**src/uart_rx_params.svh**
```systemverilog
// register offsets, field positions and reset values of the receive channel
`ifndef UART_RX_PARAMS_SVH
`define UART_RX_PARAMS_SVH

`define OFS_PRESCALER 8'h00
`define OFS_MODE0 8'h04
`define OFS_MODE1 8'h08
`define OFS_COMM1 8'h0C
`define OFS_DATA1 8'h10
`define OFS_START 8'h14
`define OFS_STOP 8'h18
`define OFS_STATUS 8'h1C

`define MODE_CKS_BIT 15
`define MODE_PAIR_BIT 0
`define COMM_RXE_BIT 14
`define DIV_MSB 15
`define DIV_LSB 9
`define CH1_BIT 1
`define ST_RUN_BIT 0
`define ST_FULL_BIT 1
`define ST_FERR_BIT 2
`define ST_BUSY_BIT 3

`define DIV_MIN 7'h02
`define DIV_MAX 7'h7F
`define LAST_BIT 3'h7

`define PRS_RESET 8'h00
`define REG16_RESET 16'h0000
`define DIV_RESET 7'h00
`define BYTE_RESET 8'h00
`define WORD_RESET 32'h0000_0000

`endif

```
**src/uart_rx_pkg.sv**
```systemverilog
// types shared by the baud generator and the receive channel
package uart_rx_pkg;

   typedef struct packed {
      logic [3:0] prs_high;
      logic [3:0] prs_low;
      logic cks;
      logic [6:0] div;
   } clk_cfg_type;

   typedef enum logic [1:0] {
      RX_IDLE = 2'b00,
      RX_START = 2'b01,
      RX_DATA = 2'b11,
      RX_STOP = 2'b10
   } rx_state_type;

endpackage

```
**src/uart_baud_rx.sv**
```systemverilog
// apb register file, baud clocking and start/stop sequencing for channel 1
//
// Decided for this implementation: the placing of the registers and the APB slave port.
`include "uart_rx_params.svh"

// Behaviour
// - bit rate is mck over divisor+1, halved
// - effective divisor stays within two to 127
// - clock chosen by prescaler and select bit
// - select picks low or high 2^k field
// - receive on channel 1, paired channel 0
module uart_baud_rx (
   // clock and reset
   input wire logic pclk,
   input wire logic presetn,
   // apb slave
   input wire logic psel,
   input wire logic penable,
   input wire logic pwrite,
   input wire logic [7:0] paddr,
   input wire logic [31:0] pwdata,
   output logic [31:0] prdata,
   output logic pready,
   output logic pslverr,
   // serial line
   input wire logic rxd,
   output logic rx_running
);

   logic [7:0] prs_r, prs_nxt;
   logic [15:0] mode0_r, mode0_nxt;
   logic [15:0] mode1_r, mode1_nxt;
   logic [15:0] comm1_r, comm1_nxt;
   logic [6:0] div_r, div_nxt;
   logic [31:0] prdata_r, prdata_nxt;
   logic pslverr_r, pslverr_nxt;
   logic pready_r;
   logic run_r, run_nxt;
   uart_rx_pkg::rx_state_type state_r, state_nxt;
   logic [2:0] bit_r, bit_nxt;
   logic phase_r, phase_nxt;
   logic [7:0] shift_r, shift_nxt;
   logic [7:0] rxbuf_r, rxbuf_nxt;
   logic full_r, full_nxt;
   logic ferr_r, ferr_nxt;

   uart_rx_pkg::clk_cfg_type cfg;
   logic mck_en;
   logic half_pulse;
   logic restart;
   logic setup, wr, rd;
   logic start_req, stop_req, start_ok;
   logic frame_done;

   function automatic logic mapped(input logic [7:0] a);
      mapped = (a == `OFS_PRESCALER) || (a == `OFS_MODE0) ||
               (a == `OFS_MODE1) || (a == `OFS_COMM1) ||
               (a == `OFS_DATA1) || (a == `OFS_START) ||
               (a == `OFS_STOP) || (a == `OFS_STATUS);
   endfunction

   always_comb begin
      cfg.prs_high = prs_r[7:4];
      cfg.prs_low = prs_r[3:0];
      cfg.cks = mode1_r[`MODE_CKS_BIT];
      cfg.div = div_r;
      restart = (state_r == uart_rx_pkg::RX_IDLE);
   end

   baud_gen #(
      .PRE_W(15)
   ) u_baud (
      .pclk(pclk),
      .presetn(presetn),
      .cfg(cfg),
      .restart(restart),
      .mck_en(mck_en),
      .half_pulse(half_pulse)
   );

   // bus slave: zero wait states, read data captured in the setup cycle
   always_comb begin
      setup = psel && !penable;
      wr = psel && penable && pready_r && pwrite;
      rd = psel && penable && pready_r && !pwrite;
      prs_nxt = prs_r;
      mode0_nxt = mode0_r;
      mode1_nxt = mode1_r;
      comm1_nxt = comm1_r;
      div_nxt = div_r;
      prdata_nxt = prdata_r;
      pslverr_nxt = pslverr_r;
      if (setup) begin
         pslverr_nxt = !mapped(paddr);
         prdata_nxt = `WORD_RESET;
         unique case (paddr)
            `OFS_PRESCALER: prdata_nxt[7:0] = prs_r;
            `OFS_MODE0: prdata_nxt[15:0] = mode0_r;
            `OFS_MODE1: prdata_nxt[15:0] = mode1_r;
            `OFS_COMM1: prdata_nxt[15:0] = comm1_r;
            `OFS_DATA1: begin
               prdata_nxt[`DIV_MSB:`DIV_LSB] = div_r;
               prdata_nxt[7:0] = rxbuf_r;
            end
            `OFS_STATUS: begin
               prdata_nxt[`ST_RUN_BIT] = run_r;
               prdata_nxt[`ST_FULL_BIT] = full_r;
               prdata_nxt[`ST_FERR_BIT] = ferr_r;
               prdata_nxt[`ST_BUSY_BIT] =
                  (state_r != uart_rx_pkg::RX_IDLE);
            end
            default: prdata_nxt = `WORD_RESET;
         endcase
      end
      if (wr) begin
         unique case (paddr)
            `OFS_PRESCALER: prs_nxt = pwdata[7:0];
            `OFS_MODE0: mode0_nxt = pwdata[15:0];
            `OFS_MODE1: mode1_nxt = pwdata[15:0];
            `OFS_COMM1: comm1_nxt = pwdata[15:0];
            `OFS_DATA1: div_nxt = pwdata[`DIV_MSB:`DIV_LSB];
            default: div_nxt = div_r;
         endcase
      end
   end

   // start is honoured only with receive enabled and channel 0 paired
   always_comb begin
      start_req = wr && (paddr == `OFS_START) && pwdata[`CH1_BIT];
      stop_req = wr && (paddr == `OFS_STOP) && pwdata[`CH1_BIT];
      start_ok = start_req && comm1_r[`COMM_RXE_BIT] &&
                 mode0_r[`MODE_PAIR_BIT];
      run_nxt = run_r;
      if (stop_req) begin
         run_nxt = 1'b0;
      end else if (start_ok) begin
         run_nxt = 1'b1;
      end
   end

   // receive sequencer; each half-bit pulse is divisor+1 operating clocks
   always_comb begin
      state_nxt = state_r;
      bit_nxt = bit_r;
      phase_nxt = phase_r;
      shift_nxt = shift_r;
      rxbuf_nxt = rxbuf_r;
      frame_done = 1'b0;
      ferr_nxt = ferr_r;
      if (wr && (paddr == `OFS_STATUS) && pwdata[`ST_FERR_BIT]) begin
         ferr_nxt = 1'b0;
      end
      if (!run_r) begin
         state_nxt = uart_rx_pkg::RX_IDLE;
      end else begin
         unique case (state_r)
            uart_rx_pkg::RX_IDLE: begin
               if (!rxd) begin
                  state_nxt = uart_rx_pkg::RX_START;
               end
            end
            uart_rx_pkg::RX_START: begin
               // mid start bit: a glitch that went high is dropped
               if (half_pulse) begin
                  state_nxt = rxd ? uart_rx_pkg::RX_IDLE :
                                    uart_rx_pkg::RX_DATA;
                  bit_nxt = 3'h0;
                  phase_nxt = 1'b0;
               end
            end
            uart_rx_pkg::RX_DATA: begin
               if (half_pulse) begin
                  phase_nxt = !phase_r;
                  if (phase_r) begin
                     shift_nxt = {rxd, shift_r[7:1]};
                     bit_nxt = bit_r + 3'h1;
                     if (bit_r == `LAST_BIT) begin
                        state_nxt = uart_rx_pkg::RX_STOP;
                     end
                  end
               end
            end
            uart_rx_pkg::RX_STOP: begin
               if (half_pulse) begin
                  phase_nxt = !phase_r;
                  if (phase_r) begin
                     frame_done = 1'b1;
                     rxbuf_nxt = shift_r;
                     ferr_nxt = !rxd;
                     state_nxt = uart_rx_pkg::RX_IDLE;
                  end
               end
            end
         endcase
      end
      // a completed frame wins over the read that empties the buffer
      full_nxt = full_r;
      if (rd && (paddr == `OFS_DATA1)) begin
         full_nxt = 1'b0;
      end
      if (frame_done) begin
         full_nxt = 1'b1;
      end
   end

   always_ff @(posedge pclk or negedge presetn) begin
      if (!presetn) begin
         prs_r <= `PRS_RESET;
         mode0_r <= `REG16_RESET;
         mode1_r <= `REG16_RESET;
         comm1_r <= `REG16_RESET;
         div_r <= `DIV_RESET;
         prdata_r <= `WORD_RESET;
         pslverr_r <= 1'b0;
         pready_r <= 1'b0;
         run_r <= 1'b0;
         state_r <= uart_rx_pkg::RX_IDLE;
         bit_r <= 3'h0;
         phase_r <= 1'b0;
         shift_r <= `BYTE_RESET;
         rxbuf_r <= `BYTE_RESET;
         full_r <= 1'b0;
         ferr_r <= 1'b0;
      end else begin
         prs_r <= prs_nxt;
         mode0_r <= mode0_nxt;
         mode1_r <= mode1_nxt;
         comm1_r <= comm1_nxt;
         div_r <= div_nxt;
         prdata_r <= prdata_nxt;
         pslverr_r <= pslverr_nxt;
         pready_r <= 1'b1;
         run_r <= run_nxt;
         state_r <= state_nxt;
         bit_r <= bit_nxt;
         phase_r <= phase_nxt;
         shift_r <= shift_nxt;
         rxbuf_r <= rxbuf_nxt;
         full_r <= full_nxt;
         ferr_r <= ferr_nxt;
      end
   end

   assign prdata = prdata_r;
   assign pready = pready_r;
   assign pslverr = pslverr_r;
   assign rx_running = run_r;

   chk_start_pairing: assert property (
      @(posedge pclk) disable iff (!presetn)
      (start_req && !mode0_r[`MODE_PAIR_BIT] && !run_r) |=> !run_r)
      else $error("start accepted without channel 0 paired");
   chk_start_accept: assert property (
      @(posedge pclk) disable iff (!presetn)
      (start_ok && !stop_req) |=> run_r)
      else $error("legal start did not run channel 1");
   chk_sample_timing: assert property (
      @(posedge pclk) disable iff (!presetn)
      (state_r == uart_rx_pkg::RX_DATA && !half_pulse && run_r)
      |=> $stable(bit_r))
      else $error("data bit advanced without a half-bit pulse");

   cov_frame: cover property (@(posedge pclk) disable iff (!presetn)
      frame_done && rxd);
   cov_ferr: cover property (@(posedge pclk) disable iff (!presetn)
      frame_done && !rxd);
   cov_refused: cover property (@(posedge pclk) disable iff (!presetn)
      start_req && !start_ok);
   cov_glitch: cover property (@(posedge pclk) disable iff (!presetn)
      state_r == uart_rx_pkg::RX_START && half_pulse && rxd);

endmodule

```
**src/baud_gen.sv**
```systemverilog
// prescaler and 7-bit divisor producing half-bit pulses
`include "uart_rx_params.svh"

module baud_gen #(
   parameter int PRE_W = 15
) (
   // clock and reset
   input wire logic pclk,
   input wire logic presetn,
   // configuration
   input wire uart_rx_pkg::clk_cfg_type cfg,
   input wire logic restart,
   // timing enables
   output logic mck_en,
   output logic half_pulse
);

   logic [PRE_W-1:0] pre_r;
   logic [PRE_W-1:0] pre_nxt;
   logic [6:0] cnt_r;
   logic [6:0] cnt_nxt;
   logic [PRE_W-1:0] mask;
   logic [6:0] eff_div;

   function automatic logic [PRE_W-1:0] pre_mask(input logic [3:0] k);
      pre_mask = (PRE_W'(1) << k) - PRE_W'(1);
   endfunction

   // a forbidden divisor is raised to the least legal one
   function automatic logic [6:0] clamp_div(input logic [6:0] d);
      clamp_div = (d < `DIV_MIN) ? `DIV_MIN : d;
   endfunction

   always_comb begin
      mask = pre_mask(cfg.cks ? cfg.prs_high : cfg.prs_low);
      mck_en = ((pre_r & mask) == mask);
      eff_div = clamp_div(cfg.div);
      half_pulse = mck_en && !restart && (cnt_r == eff_div);
      pre_nxt = pre_r + PRE_W'(1);
      cnt_nxt = cnt_r;
      if (restart) begin
         cnt_nxt = 7'h00;
      end else if (mck_en) begin
         // divisor counter runs on the operating clock enable
         cnt_nxt = (cnt_r == eff_div) ? 7'h00 : cnt_r + 7'h01;
      end
   end

   always_ff @(posedge pclk or negedge presetn) begin
      if (!presetn) begin
         pre_r <= '0;
         cnt_r <= `DIV_RESET;
      end else begin
         pre_r <= pre_nxt;
         cnt_r <= cnt_nxt;
      end
   end

   // helper: operating clock ticks seen since the last half-bit pulse
   logic [7:0] tick_r;
   always_ff @(posedge pclk or negedge presetn) begin
      if (!presetn) begin
         tick_r <= 8'h00;
      end else if (restart || half_pulse) begin
         tick_r <= 8'h00;
      end else if (mck_en) begin
         tick_r <= tick_r + 8'h01;
      end
   end

   chk_half_period: assert property (
      @(posedge pclk) disable iff (!presetn)
      half_pulse |-> tick_r == {1'b0, eff_div})
      else $error("half bit not divisor plus one ticks");
   chk_div_range: assert property (
      @(posedge pclk) disable iff (!presetn)
      eff_div >= `DIV_MIN && eff_div <= `DIV_MAX)
      else $error("effective divisor out of range");
   chk_mck_full: assert property (
      @(posedge pclk) disable iff (!presetn)
      (!cfg.cks && cfg.prs_low == 4'h0) |-> mck_en)
      else $error("undivided operating clock missed a cycle");
   // a prescaler rewrite between the two cycles is exempt
   chk_mck_half: assert property (
      @(posedge pclk) disable iff (!presetn)
      (cfg.cks && cfg.prs_high == 4'h1 && mck_en) ##1 $stable(cfg)
      |-> !mck_en)
      else $error("high prescaler by two ticked twice in a row");

endmodule

```
**config.mk**
```make
export PLATFORM = sky130hd
export DESIGN_NAME = uart_baud_rx
export DESIGN_NICKNAME = d
export VERILOG_FILES = /design/src/uart_rx_pkg.sv /design/src/uart_baud_rx.sv /design/src/baud_gen.sv
export VERILOG_INCLUDE_DIRS = /design/src
export SDC_FILE = /design/constraint.sdc
export NUM_CORES = 1
export LEC_CHECK = 0
export BUFFER_PORTS_ARGS = -buffer_cell sky130_fd_sc_hd__buf_2
export CAP_MARGIN = 20
export CORE_ASPECT_RATIO = 0.5
export CORE_MARGIN = 5
export CORE_UTILIZATION = 40
export CTS_BUF_LIST = sky130_fd_sc_hd__clkbuf_16
export CTS_CLUSTER_SIZE = 12
export DETAILED_ROUTE_END_ITERATION = 10
export HOLD_SLACK_MARGIN = 0.02
export PLACE_DENSITY = 0.59
export SLEW_MARGIN = 20
export SYNTH_ARGS = -nofsm -noshare
export SYNTH_HDL_FRONTEND = slang
export SYNTH_HIERARCHICAL = 1
export SYNTH_SLANG_ARGS = --single-unit
```
**constraint.sdc**
```tcl
create_clock -name pclk -period 5.45 [get_ports pclk]
set_input_delay 0 -clock pclk [delete_from_list [all_inputs] [get_ports pclk]]
set_output_delay 0 -clock pclk [all_outputs]
set_load 0.02 [all_outputs]
```
==> summary.txt, run 1 <==
Outcome
  – Status: complete, no violations

Clock network
  – H-tree depth: 4
  – Clock sink count: 128
  – Clk pin slew, worst setup/hold paths: 0.07 ns
  – Root Driver: clkbuf_16
  – Inserted Clock Buffers: 17
  – Max clock buf depth: 2
  – Postcts setup bufs: 0
  – Clk Latency, worst-skew pair: 0.43 ns
  – CTS tree: done

STA
  – Worst Skew: 0.0224 ns
  – Max-slew violations: 0
  – Fin crit share: 0.918
  – Worst hold margin: 0.0740 ns
  – Final hold viol count: 0
  – Slew margin rel.: 0.320
  – F_max: 200 MHz
  – Tmin final: 5.00 ns
  – Setup TNS: 0 ns
  – RSZ-0062 raised after global routing: no
  – Final count of negative-setup-slack endpoints: 0
  – Worst-margin pin slew: about 1.0 ns

Synth
  – Synth Warn #: 6
  – Syn Area/Cell: 11.4 sq um
  – Mapped Area: roughly 6600 sq um
  – Mapped Cells: ~580

Die
  – Die area: 19,400 sq um
  – Core area: 16,300 sq um
  – Rows: 33
  – Die Ht: 101 microns
  – IO Pins: 81
  – Die X: 192 microns
  – Initial Util: 0.407

GRT
  – Met1 GRT Util: 0.253
  – Vias in the first global route: 4,846
  – GRT met2 Usage: 0.267
  – Largest net degree at the start of global routing: 75
  – Grt met3 use: 0.0398
  – GRT Total Usage: 0.175
  – Initial antenna violation count: 0
  – Busiest grt layer: met2
  – First-pass GRT wire length: 26.5 mm
  – GR Overflow Total: 0

Power
  – Clock power share: 0.492
  – P_int: 1630 uW
  – Logic pwr share: 0.072
  – Sw Ratio: 0.270
  – Sequential power share: 0.436
  – Net Sw Power: 601 uW
  – Pleak: between 0.003 and 0.004 uW
  – Power Dens Cells: roughly 280 nW/um^2
  – Pwr Total: 2230 uW
  – Worst vdd ir: roughly 0.00026 V

Routing
  – Routed len/inst: 18.2 microns
  – Initial drt markers: 360
  – Final wirelength: 16.2 mm
  – Via Count: 4,891
  – TritonRoute pass-1 iters: 5
  – Routed Antenna Nets: 0
  – Via density: around 5.5
  – DRC viols: 0

Place
  – DP HPWL: between 10 and 15 mm
  – GPL Wtd Cong: 0.847
  – IO Port Bufs: 48
  – DP Area: about 7000 sq um

Cells and area
  – Share of layout cells above drive strength 1: 0.309
  – Commonest non-fill, non-tap cell in the layout: dfrtp_1
  – Nets: 701
  – Area grow syn2layout: 18.0%
  – Post-layout instance area: 7830 sq um
  – # diodes: 0
  – Post-layout util: 0.480
  – Most frequent cells in the layout: dfrtp_1, mux2_2, buf_2, nand2_1, nand3_1

Worst setup path
  – Worst Path Max Fanout: 14
  – Crit Path Class: reg2reg
  – CP required: between 5 and 6 ns
  – Data arrival, critical path: 5.31 ns
  – Startpoint types: flop
  – Crit. End Element: flop

Hold path
  – Hold Crit Class: in2reg

Job
  – Number of max-cap violations: 0
-- state kept, by name, indices dropped and copies added, names as in the netlist --
| register | flops |
|---|---|
| div_r | 7 |
| rx_running | 1 |
| comm1_r | 16 |
| pslverr | 1 |
| bit_r | 3 |
| mode1_r | 16 |
| prs_r | 8 |
| pready | 1 |
| prdata | 16 |
| u_baud/pre_r | 15 |
| rxbuf_r | 8 |
| state_r | 2 |
| mode0_r | 16 |
| u_baud/cnt_r | 7 |
| full_r | 1 |
| ferr_r | 1 |
| shift_r | 8 |
| phase_r | 1 |
-- layer usage --
layer | part of all wire | vias up
met1 | 0.48 | 2487
met4 | 0.011 | 0
met3 | 0.053 | 14
met5 | 0 | -
li1 | - | 2279
met2 | 0.46 | 111
-- power groups by stage --
stage                     combinational, uW  sequential [uW]  clock, uW
after CTS                               162              972       1120
final                                   160              971       1100
after detailed placement                150              989          0
after global placement                  149              988          0
after floorplan                        81.8              997          0
after global routing                    176              973       1160
-- stage by stage --
stage                     cells  setup WS [ns]
after floorplan             597           1.00
after global placement      837          0.718
after detailed placement    837          0.684
after CTS                   890          0.202
after global routing        890          0.162
final                       890          0.446
-- final cells by class --
cell class                      count  area, sq um
Fill cell                        1513         8480
Tap cell                          227          284
Multi-Input combinational cell    410         3180
Timing Repair Buffer               83          558
Clock inverter                     15          143
Inverter                           10         37.5
Clock buffer                       17          425
Sequential cell                   128         3200
-- worst max-delay path, stage by stage (launching register included) --
cell,delay [ns]
dfrtp_1,0.55
nor3b_4,0.35
nor2_1,0.11
or2_2,0.32
ha_1,0.38
a211oi_1,0.31
nor4_1,0.08
or4b_1,0.56
nor4_4,0.29
buf_4,0.19
nand2_1,0.08
nor3_1,0.19
buf_4,0.20
nand2_1,0.08
or3_4,0.46
nand3_1,0.11
o21ai_0,0.07
dlygate4sd3_1,0.55
-- worst paths after layout --
path / from / to / slack (ns) / depth (start not counted)
min reg2reg: pslverr$_DFFE_PN0P_ / pslverr$_DFFE_PN0P_ / 0.49 / 2
min in group asynchronous: presetn / comm1_r[5]$_DFFE_PN0P_ / 0.28 / 2
min: paddr[7] / pslverr$_DFFE_PN0P_ / 0.07 / 4
max: prs_r[4]$_DFFE_PN0P_ / ferr_r$_DFF_PN0_ / 0.45 / 17
max reg2reg: prs_r[4]$_DFFE_PN0P_ / ferr_r$_DFF_PN0_ / 0.45 / 17
max in group asynchronous: presetn / mode1_r[15]$_DFFE_PN0P_ / 3.87 / 3
-- repair_timing --
item / in CTS / in global routing
endpoints found under the setup margin: 0 / 1
hold buffers: 21 / 0
gates resized for setup: 0 / 4
endpoints found under the hold margin: 142 / 0
Power figures use the tool's default switching activity.
==> run 2: changes to the inputs <==
GPL_TIMING_DRIVEN = 0   (was not set)
RECOVER_POWER = 50   (was not set)
==> run 2 against run 1 <==
Against the previous run: the flow now finishes with violations (capacitance limit, slew limit); highest routed layer unchanged; core utilization grew 0.77 points; clock skew down 0.0088 ns; die area is the same; global-route usage rose by 0.18 points; cell count rose by 3.7%; register-to-register slack got worse by 0.15 ns.
==> summary.txt, run 2 (synthesis gave the netlist of run 1 again) <==
Cells and area
  – Final non-filler cell total: 923
  – # diodes: 0
  – Share of layout cells above drive strength 1: 0.309
  – Area grow syn2layout: 19.9%
  – Most frequent cells in the layout: dfrtp_1, mux2_2, buf_2, nand2_1, nand3_1
  – Commonest non-fill, non-tap cell in the layout: dfrtp_1
  – Nets: 734

Die
  – Die Ht: roughly 100 microns
  – IO Pins: 81
  – Die X: slightly below 200 microns
  – Rows: 33
  – Die area: 19,400 sq um
  – Core area: 16,300 sq um
  – Initial Util: 0.407

Clock network
  – Clk Latency, worst-skew pair: 0.42 ns
  – Clk pin slew, worst setup/hold paths: about 0.06 ns
  – CTS tree: done
  – Root Driver: clkbuf_16
  – Clock sink count: roughly 130
  – H-tree depth: 4
  – Max clock buf depth: 2
  – Inserted Clock Buffers: 17

Worst setup path
  – Crit. End Element: flop
  – CP most frequent cell: clkbuf_1
  – CP Cell Sequence: clkbuf_1 > o21ai_0 > o21ai_0 > or2_2 > ha_1 > clkbuf_1 > a211oi_1 > nor4_1 > or4b_1 > nor4_4 > buf_4 > nand2_1 > nor3_4 > nand2_1 > or3_1 > clkbuf_1 > mux2_2
  – Worst Path Max Fanout: 10
  – CP max stage delay: roughly 0.56 ns
  – Worst-case reg-to-reg path depth: 17
  – CP required: 5.75 ns
  – Crit Path Class: reg2reg
  – Data arrival, critical path: 5.46 ns
  – Startpoint types: flop
  – Slowest cell on crit path: or4b_1

Routing
  – Final wirelength: 16.6 mm
  – DRC viols: 0
  – Routed len/inst: 18.0 microns
  – Via density: between 5 and 6
  – Routed Antenna Nets: 0
  – Initial drt markers: 367
  – Via Count: 4,966
  – TritonRoute pass-1 iters: 4

Place
  – DP HPWL: 11.6 mm
  – IO Port Bufs: 44
  – Inst Count DP: 869
  – GPL Wtd Cong: 0.857

STA
  – RSZ-0062 raised after global routing: no
  – Tmin final: 5.16 ns
  – Slew margin rel.: -1.06
  – Worst hold margin: about 0.09 ns
  – Worst-margin pin slew: just over 3 ns
  – Setup TNS: 0 ns
  – Max-slew violations: ~130
  – Final count of negative-setup-slack endpoints: 0
  – Fin crit share: 0.946
  – Worst Skew: 0.0136 ns
  – Final hold viol count: 0
  – F_max: 194 MHz

GRT
  – Initial antenna violation count: 0
  – First-pass GRT wire length: 26.9 mm
  – Largest net degree at the start of global routing: 72
  – GRT Total Usage: 0.177
  – GR Overflow Total: 0
  – Vias in the first global route: 4,947

Power
  – Pwr Total: 2180 uW
  – Power Dens Cells: about 270 nW/um^2
  – Worst vdd ir: about 0.00023 V
  – Pleak: about 0.0037 uW

Outcome
  – Failing checks: capacitance limit, slew limit
  – Status: complete, but fails checks

Hold path
  – Hold Crit Depth: 4
  – Hold Crit Class: in2reg

Job
  – Number of max-cap violations: 2
-- run 2: cell types whose count changed in the layout (fill, tap and decap cells not counted), sizes merged --
cell         before  now
dlygate4sd3      21   20
inv              21   15
buf              62   76
clkbuf           17   37
clkinv            3    9
-- run 2: worst paths after layout --
path | startpoint | endpoint | slack (ns)
max | prs_r[6]$_DFFE_PN0P_ | rxbuf_r[5]$_DFFE_PN0P_ | 0.29
min | paddr[6] | pslverr$_DFFE_PN0P_ | 0.09
max reg2reg | prs_r[6]$_DFFE_PN0P_ | rxbuf_r[5]$_DFFE_PN0P_ | 0.29
min reg2reg | bit_r[2]$_DFFE_PN0P_ | bit_r[2]$_DFFE_PN0P_ | 0.49
max in group asynchronous | presetn | u_baud/pre_r[0]$_DFF_PN0_ | 1.33
min in group asynchronous | presetn | mode0_r[5]$_DFFE_PN0P_ | 1.14
-- run 2: critical path, delay by kind of cell, from the launching register on --
family          cells  cell delay (ns)
fa+ha+maj           1             0.27
mux                 1             0.35
buf+inv             4             0.98
flops               1             0.40
simple gates        8             2.23
compound gates      3             0.78
-- run 2: area by class of cell --
class                   count  area, sq um
fillers                  1481         8360
clock buffers              17          425
multi-input cells         410         3170
flip-flops and latches    128         3200
well taps                 227          284
clock inverters            15          110
inverters                  10         37.5
plain buffers              49          288
repair buffers             67          433
-- run 2: where the power goes --
part | internal, uW | total [uW] | switching [uW]
logic | 65.7 | 173 | 107
registers | 963 | 972 | 8.77
clock network | 585 | 1040 | 453
-- run 2: routing by layer --
metal  track usage  wire (microns)  vias up
li1              -               -     2342
met1         0.247            7980     2513
met2         0.285            7770       97
met3        0.0356             691       14
met4        0.0438             174        0
met5             0               0        -
-- run 2: per-stage QoR --
stage               worst slack [ns]  instance area [sq um]   util
floorplan                       1.00                   6690      -
global placement             -0.0844                   7190  0.441
detailed placement            -0.169                   7230  0.443
CTS                           0.0911                   7970  0.489
global route                  0.0938                   7950  0.488
finish                         0.295                   7950  0.488
-- run 2: repair_timing --
item,in CTS,in global routing
hold endpoints to repair,196,0
setup endpoints to repair,17,17
hold buffers,20,0
pin swaps,0,1
gates resized for setup,1,1
buffers inserted,0,2
==> run 3: changes to the inputs <==
GPL_TIMING_DRIVEN = not set   (was 0)
PLACE_DENSITY = 0.6   (was 0.59)
SYNTH_HIERARCHICAL = not set   (was 1)
==> run 3 against run 2 <==
Against the previous run: the flow still finishes with violations (capacitance limit, slew limit); final area shrank 3.6%; hold slack lost 0.037 ns; critical path depth shrank 5; largest power group unchanged; critical endpoint is now rxbuf_r[0]$_DFFE_PN0P_.
==> summary.txt, run 3 <==
Routing
  – Wl on met1: 7.38 mm
  – Met2 wire length: 6.95 mm
  – Via density: 5.46
  – Final wirelength: between 15 and 20 mm
  – Via Count: around 4,700
  – Routed len/inst: ~18 microns
  – TritonRoute pass-1 iters: 5
  – Initial drt markers: 353
  – Top Layer Used: met4
  – Met3 routed WL: between 700 and 800 microns
  – DRC viols: 0
  – Routed Antenna Nets: 0

Clock network
  – Root Driver: clkbuf_16
  – CTS tree: done
  – Inserted Clock Buffers: 17
  – Hold_buf cts: 25
  – Post-CTS sizing: 0
  – Clk Latency, worst-skew pair: 0.42 ns
  – Postcts setup bufs: 0
  – Clk pin slew, worst setup/hold paths: 0.06 ns
  – Clock sink count: 128
  – Max clock buf depth: 2
  – H-tree depth: 4

Place
  – GPL Wtd Cong: 0.865
  – DP HPWL: 10.2 mm
  – IO Port Bufs: 48
  – Placement Setup Slack: 1.34 ns

Synth
  – Syn Area/Cell: about 11 sq um
  – Yosys top cell area share: 0.496
  – Seq cells post-synth: between 100 and 150
  – Main combinational cell family by area after synthesis: multiplexers
  – Simple-gate share of the synthesized area: 0.141
  – Compound-Gate Fraction of Synth Area: 0.105
  – Register area share after synthesis: 0.496
  – Post-synth ARST share: 1.00
  – Post-synth EDFFs: 0
  – Adder-cell share of the synthesized area: 0.00969
  – Synth Area in XOR/XNOR: 0.0298
  – Top cells by count, synth: dfrtp_1, mux2_2, nand2_1
  – Most frequent cell after synthesis: dfrtp_1
  – Mapped Cells: roughly 570
  – Cell taking the most area after synthesis: dfrtp_1
  – Mapped Area: around 6500 sq um
  – Mux share of post-synthesis cell area: 0.173
  – Synth Warn #: 0
  – Ys flop type: dfrtp_1
  – Area contributors post-synth: dfrtp_1, mux2_2, nand2_1
  – Library cells used by synthesis: 65

GRT
  – Initial antenna violation count: 0
  – GRT Total Usage: 0.167
  – First-pass GRT wire length: approximately 25 mm
  – Vias in the first global route: around 4,600
  – Largest net degree at the start of global routing: between 70 and 80
  – GR Overflow Total: 0

Power
  – Worst vdd ir: 0.000174 V
  – Power Dens Cells: 300 nW/um^2
  – Pleak: 0.00363 uW

Worst setup path
  – R2R Path Start: mode1_r[15]$_DFFE_PN0P_
  – Data arrival, critical path: 4.50 ns
  – Worst Path Max Fanout: 16
  – Startpoint types: flop
  – CP required: 5.74 ns
  – Crit. End Element: flop
  – Crit Path Class: reg2reg
  – CP startpoint: mode1_r[15]$_DFFE_PN0P_

Die
  – IO Pins: 81
  – Die X: 190 microns
  – Die Ht: 99.8 microns
  – Die area: 18,900 sq um
  – Rows: 32
  – Core area: 15,600 sq um
  – Initial Util: 0.414

STA
  – Setup TNS: 0 ns
  – Fin crit share: 0.772
  – Max-slew violations: 78
  – Final hold viol count: 0
  – F_max: 238 MHz
  – Worst-margin pin slew: 4.13 ns
  – Tmin final: 4.21 ns
  – Final worst slack: between 1 and 1.5 ns
  – Final count of negative-setup-slack endpoints: 0
  – Slew margin rel.: -1.76
  – RSZ-0062 raised after global routing: no
  – Worst Skew: 0.0117 ns

Cells and area
  – Area grow syn2layout: 18.8%
  – Commonest non-fill, non-tap cell in the layout: dfrtp_1
  – # diodes: 0
  – FILL cells: 1,407
  – Register Area: 3200 sq um
  – Area taken by multi-input logic gates: 3030 sq um
  – Post-layout util: 0.491
  – Share of layout cells above drive strength 1: 0.250
  – Nets: 695
  – Most frequent cells in the layout: dfrtp_1, mux2_2, nand2_1, nor2_1, buf_2

Hold path
  – Hold Crit Start: penable
  – Hold Crit Class: in2reg

Outcome
  – Status: complete, but fails checks
  – Failing checks: capacitance limit, slew limit

Job
  – Number of max-cap violations: 1
run 3: cell families (layout without fill, tap and decap cells):
group                    count (synthesis)  in the layout
AO/OA/AOI/OAI                           90             90
XOR/XNOR                                22             22
adder cells (fa/ha/maj)                  5              5
buffers and inverters                   49            120
flip-flops                             128            128
multiplexers                            99             99
other                                    2             17
AND/OR/NAND/NOR                        176            176
run 3: worst paths after layout:
| check | endpoint | slack (ns) | cells after the start |
|---|---|---|---|
| max in group asynchronous | comm1_r[0]$_DFFE_PN0P_ | 1.54 | 2 |
| hold / removal | full_r$_DFFE_PN0P_ | 0.06 | 5 |
| setup reg to reg | rxbuf_r[0]$_DFFE_PN0P_ | 1.24 | 12 |
| hold reg to reg | prdata[2]$_DFFE_PN0P_ | 0.48 | 2 |
| min in group asynchronous | comm1_r[11]$_DFFE_PN0P_ | 1.60 | 2 |
| setup / recovery | rxbuf_r[0]$_DFFE_PN0P_ | 1.24 | 12 |
run 3: per-layer routing:
layer,vias up,GRT usage
li1,2207,-
met1,2358,0.236
met2,117,0.261
met3,15,0.0407
met4,0,0.0422
met5,-,0
run 3: report_power, final:
group	total [uW]	internal [uW]	switching, uW
registers	960	956	4.33
logic	113	39.5	73.8
clock network	1220	773	451
run 3: area by class of cell:
cell class	instances	area share
clock buffers	17	0.0555
clock inverters	15	0.0269
inverters	8	0.00392
multi-input cells	409	0.395
flip-flops and latches	128	0.418
well taps	204	0.0333
repair buffers	80	0.0675
run 3: metrics by stage:
| step | instance area (sq um) | hold WS [ns] | power [uW] | instances |
|---|---|---|---|---|
| 2_1_floorplan | 6510 | -0.296 | 1040 | 586 |
| 3_3_place_gp | 6810 | 0.223 | 1080 | 804 |
| 3_5_place_dp | 6810 | 0.227 | 1080 | 804 |
| 4_1_cts | 7700 | 0.0421 | 2320 | 861 |
| 5_1_grt | 7670 | 0.0793 | 2380 | 861 |
| 6_report | 7670 | 0.0554 | 2300 | 861 |
run 3: worst max-delay path, cell delays in order, from the launching register on:
cell	delay [ns]
dfrtp_1	0.53
buf_4	0.27
or3_1	0.40
nand2_1	0.20
nand3_1	0.11
ha_1	0.38
inv_1	0.24
nor4_1	0.09
a221oi_2	0.40
and3_2	0.29
nand4_4	0.15
nor4_4	0.62
mux2_2	0.41
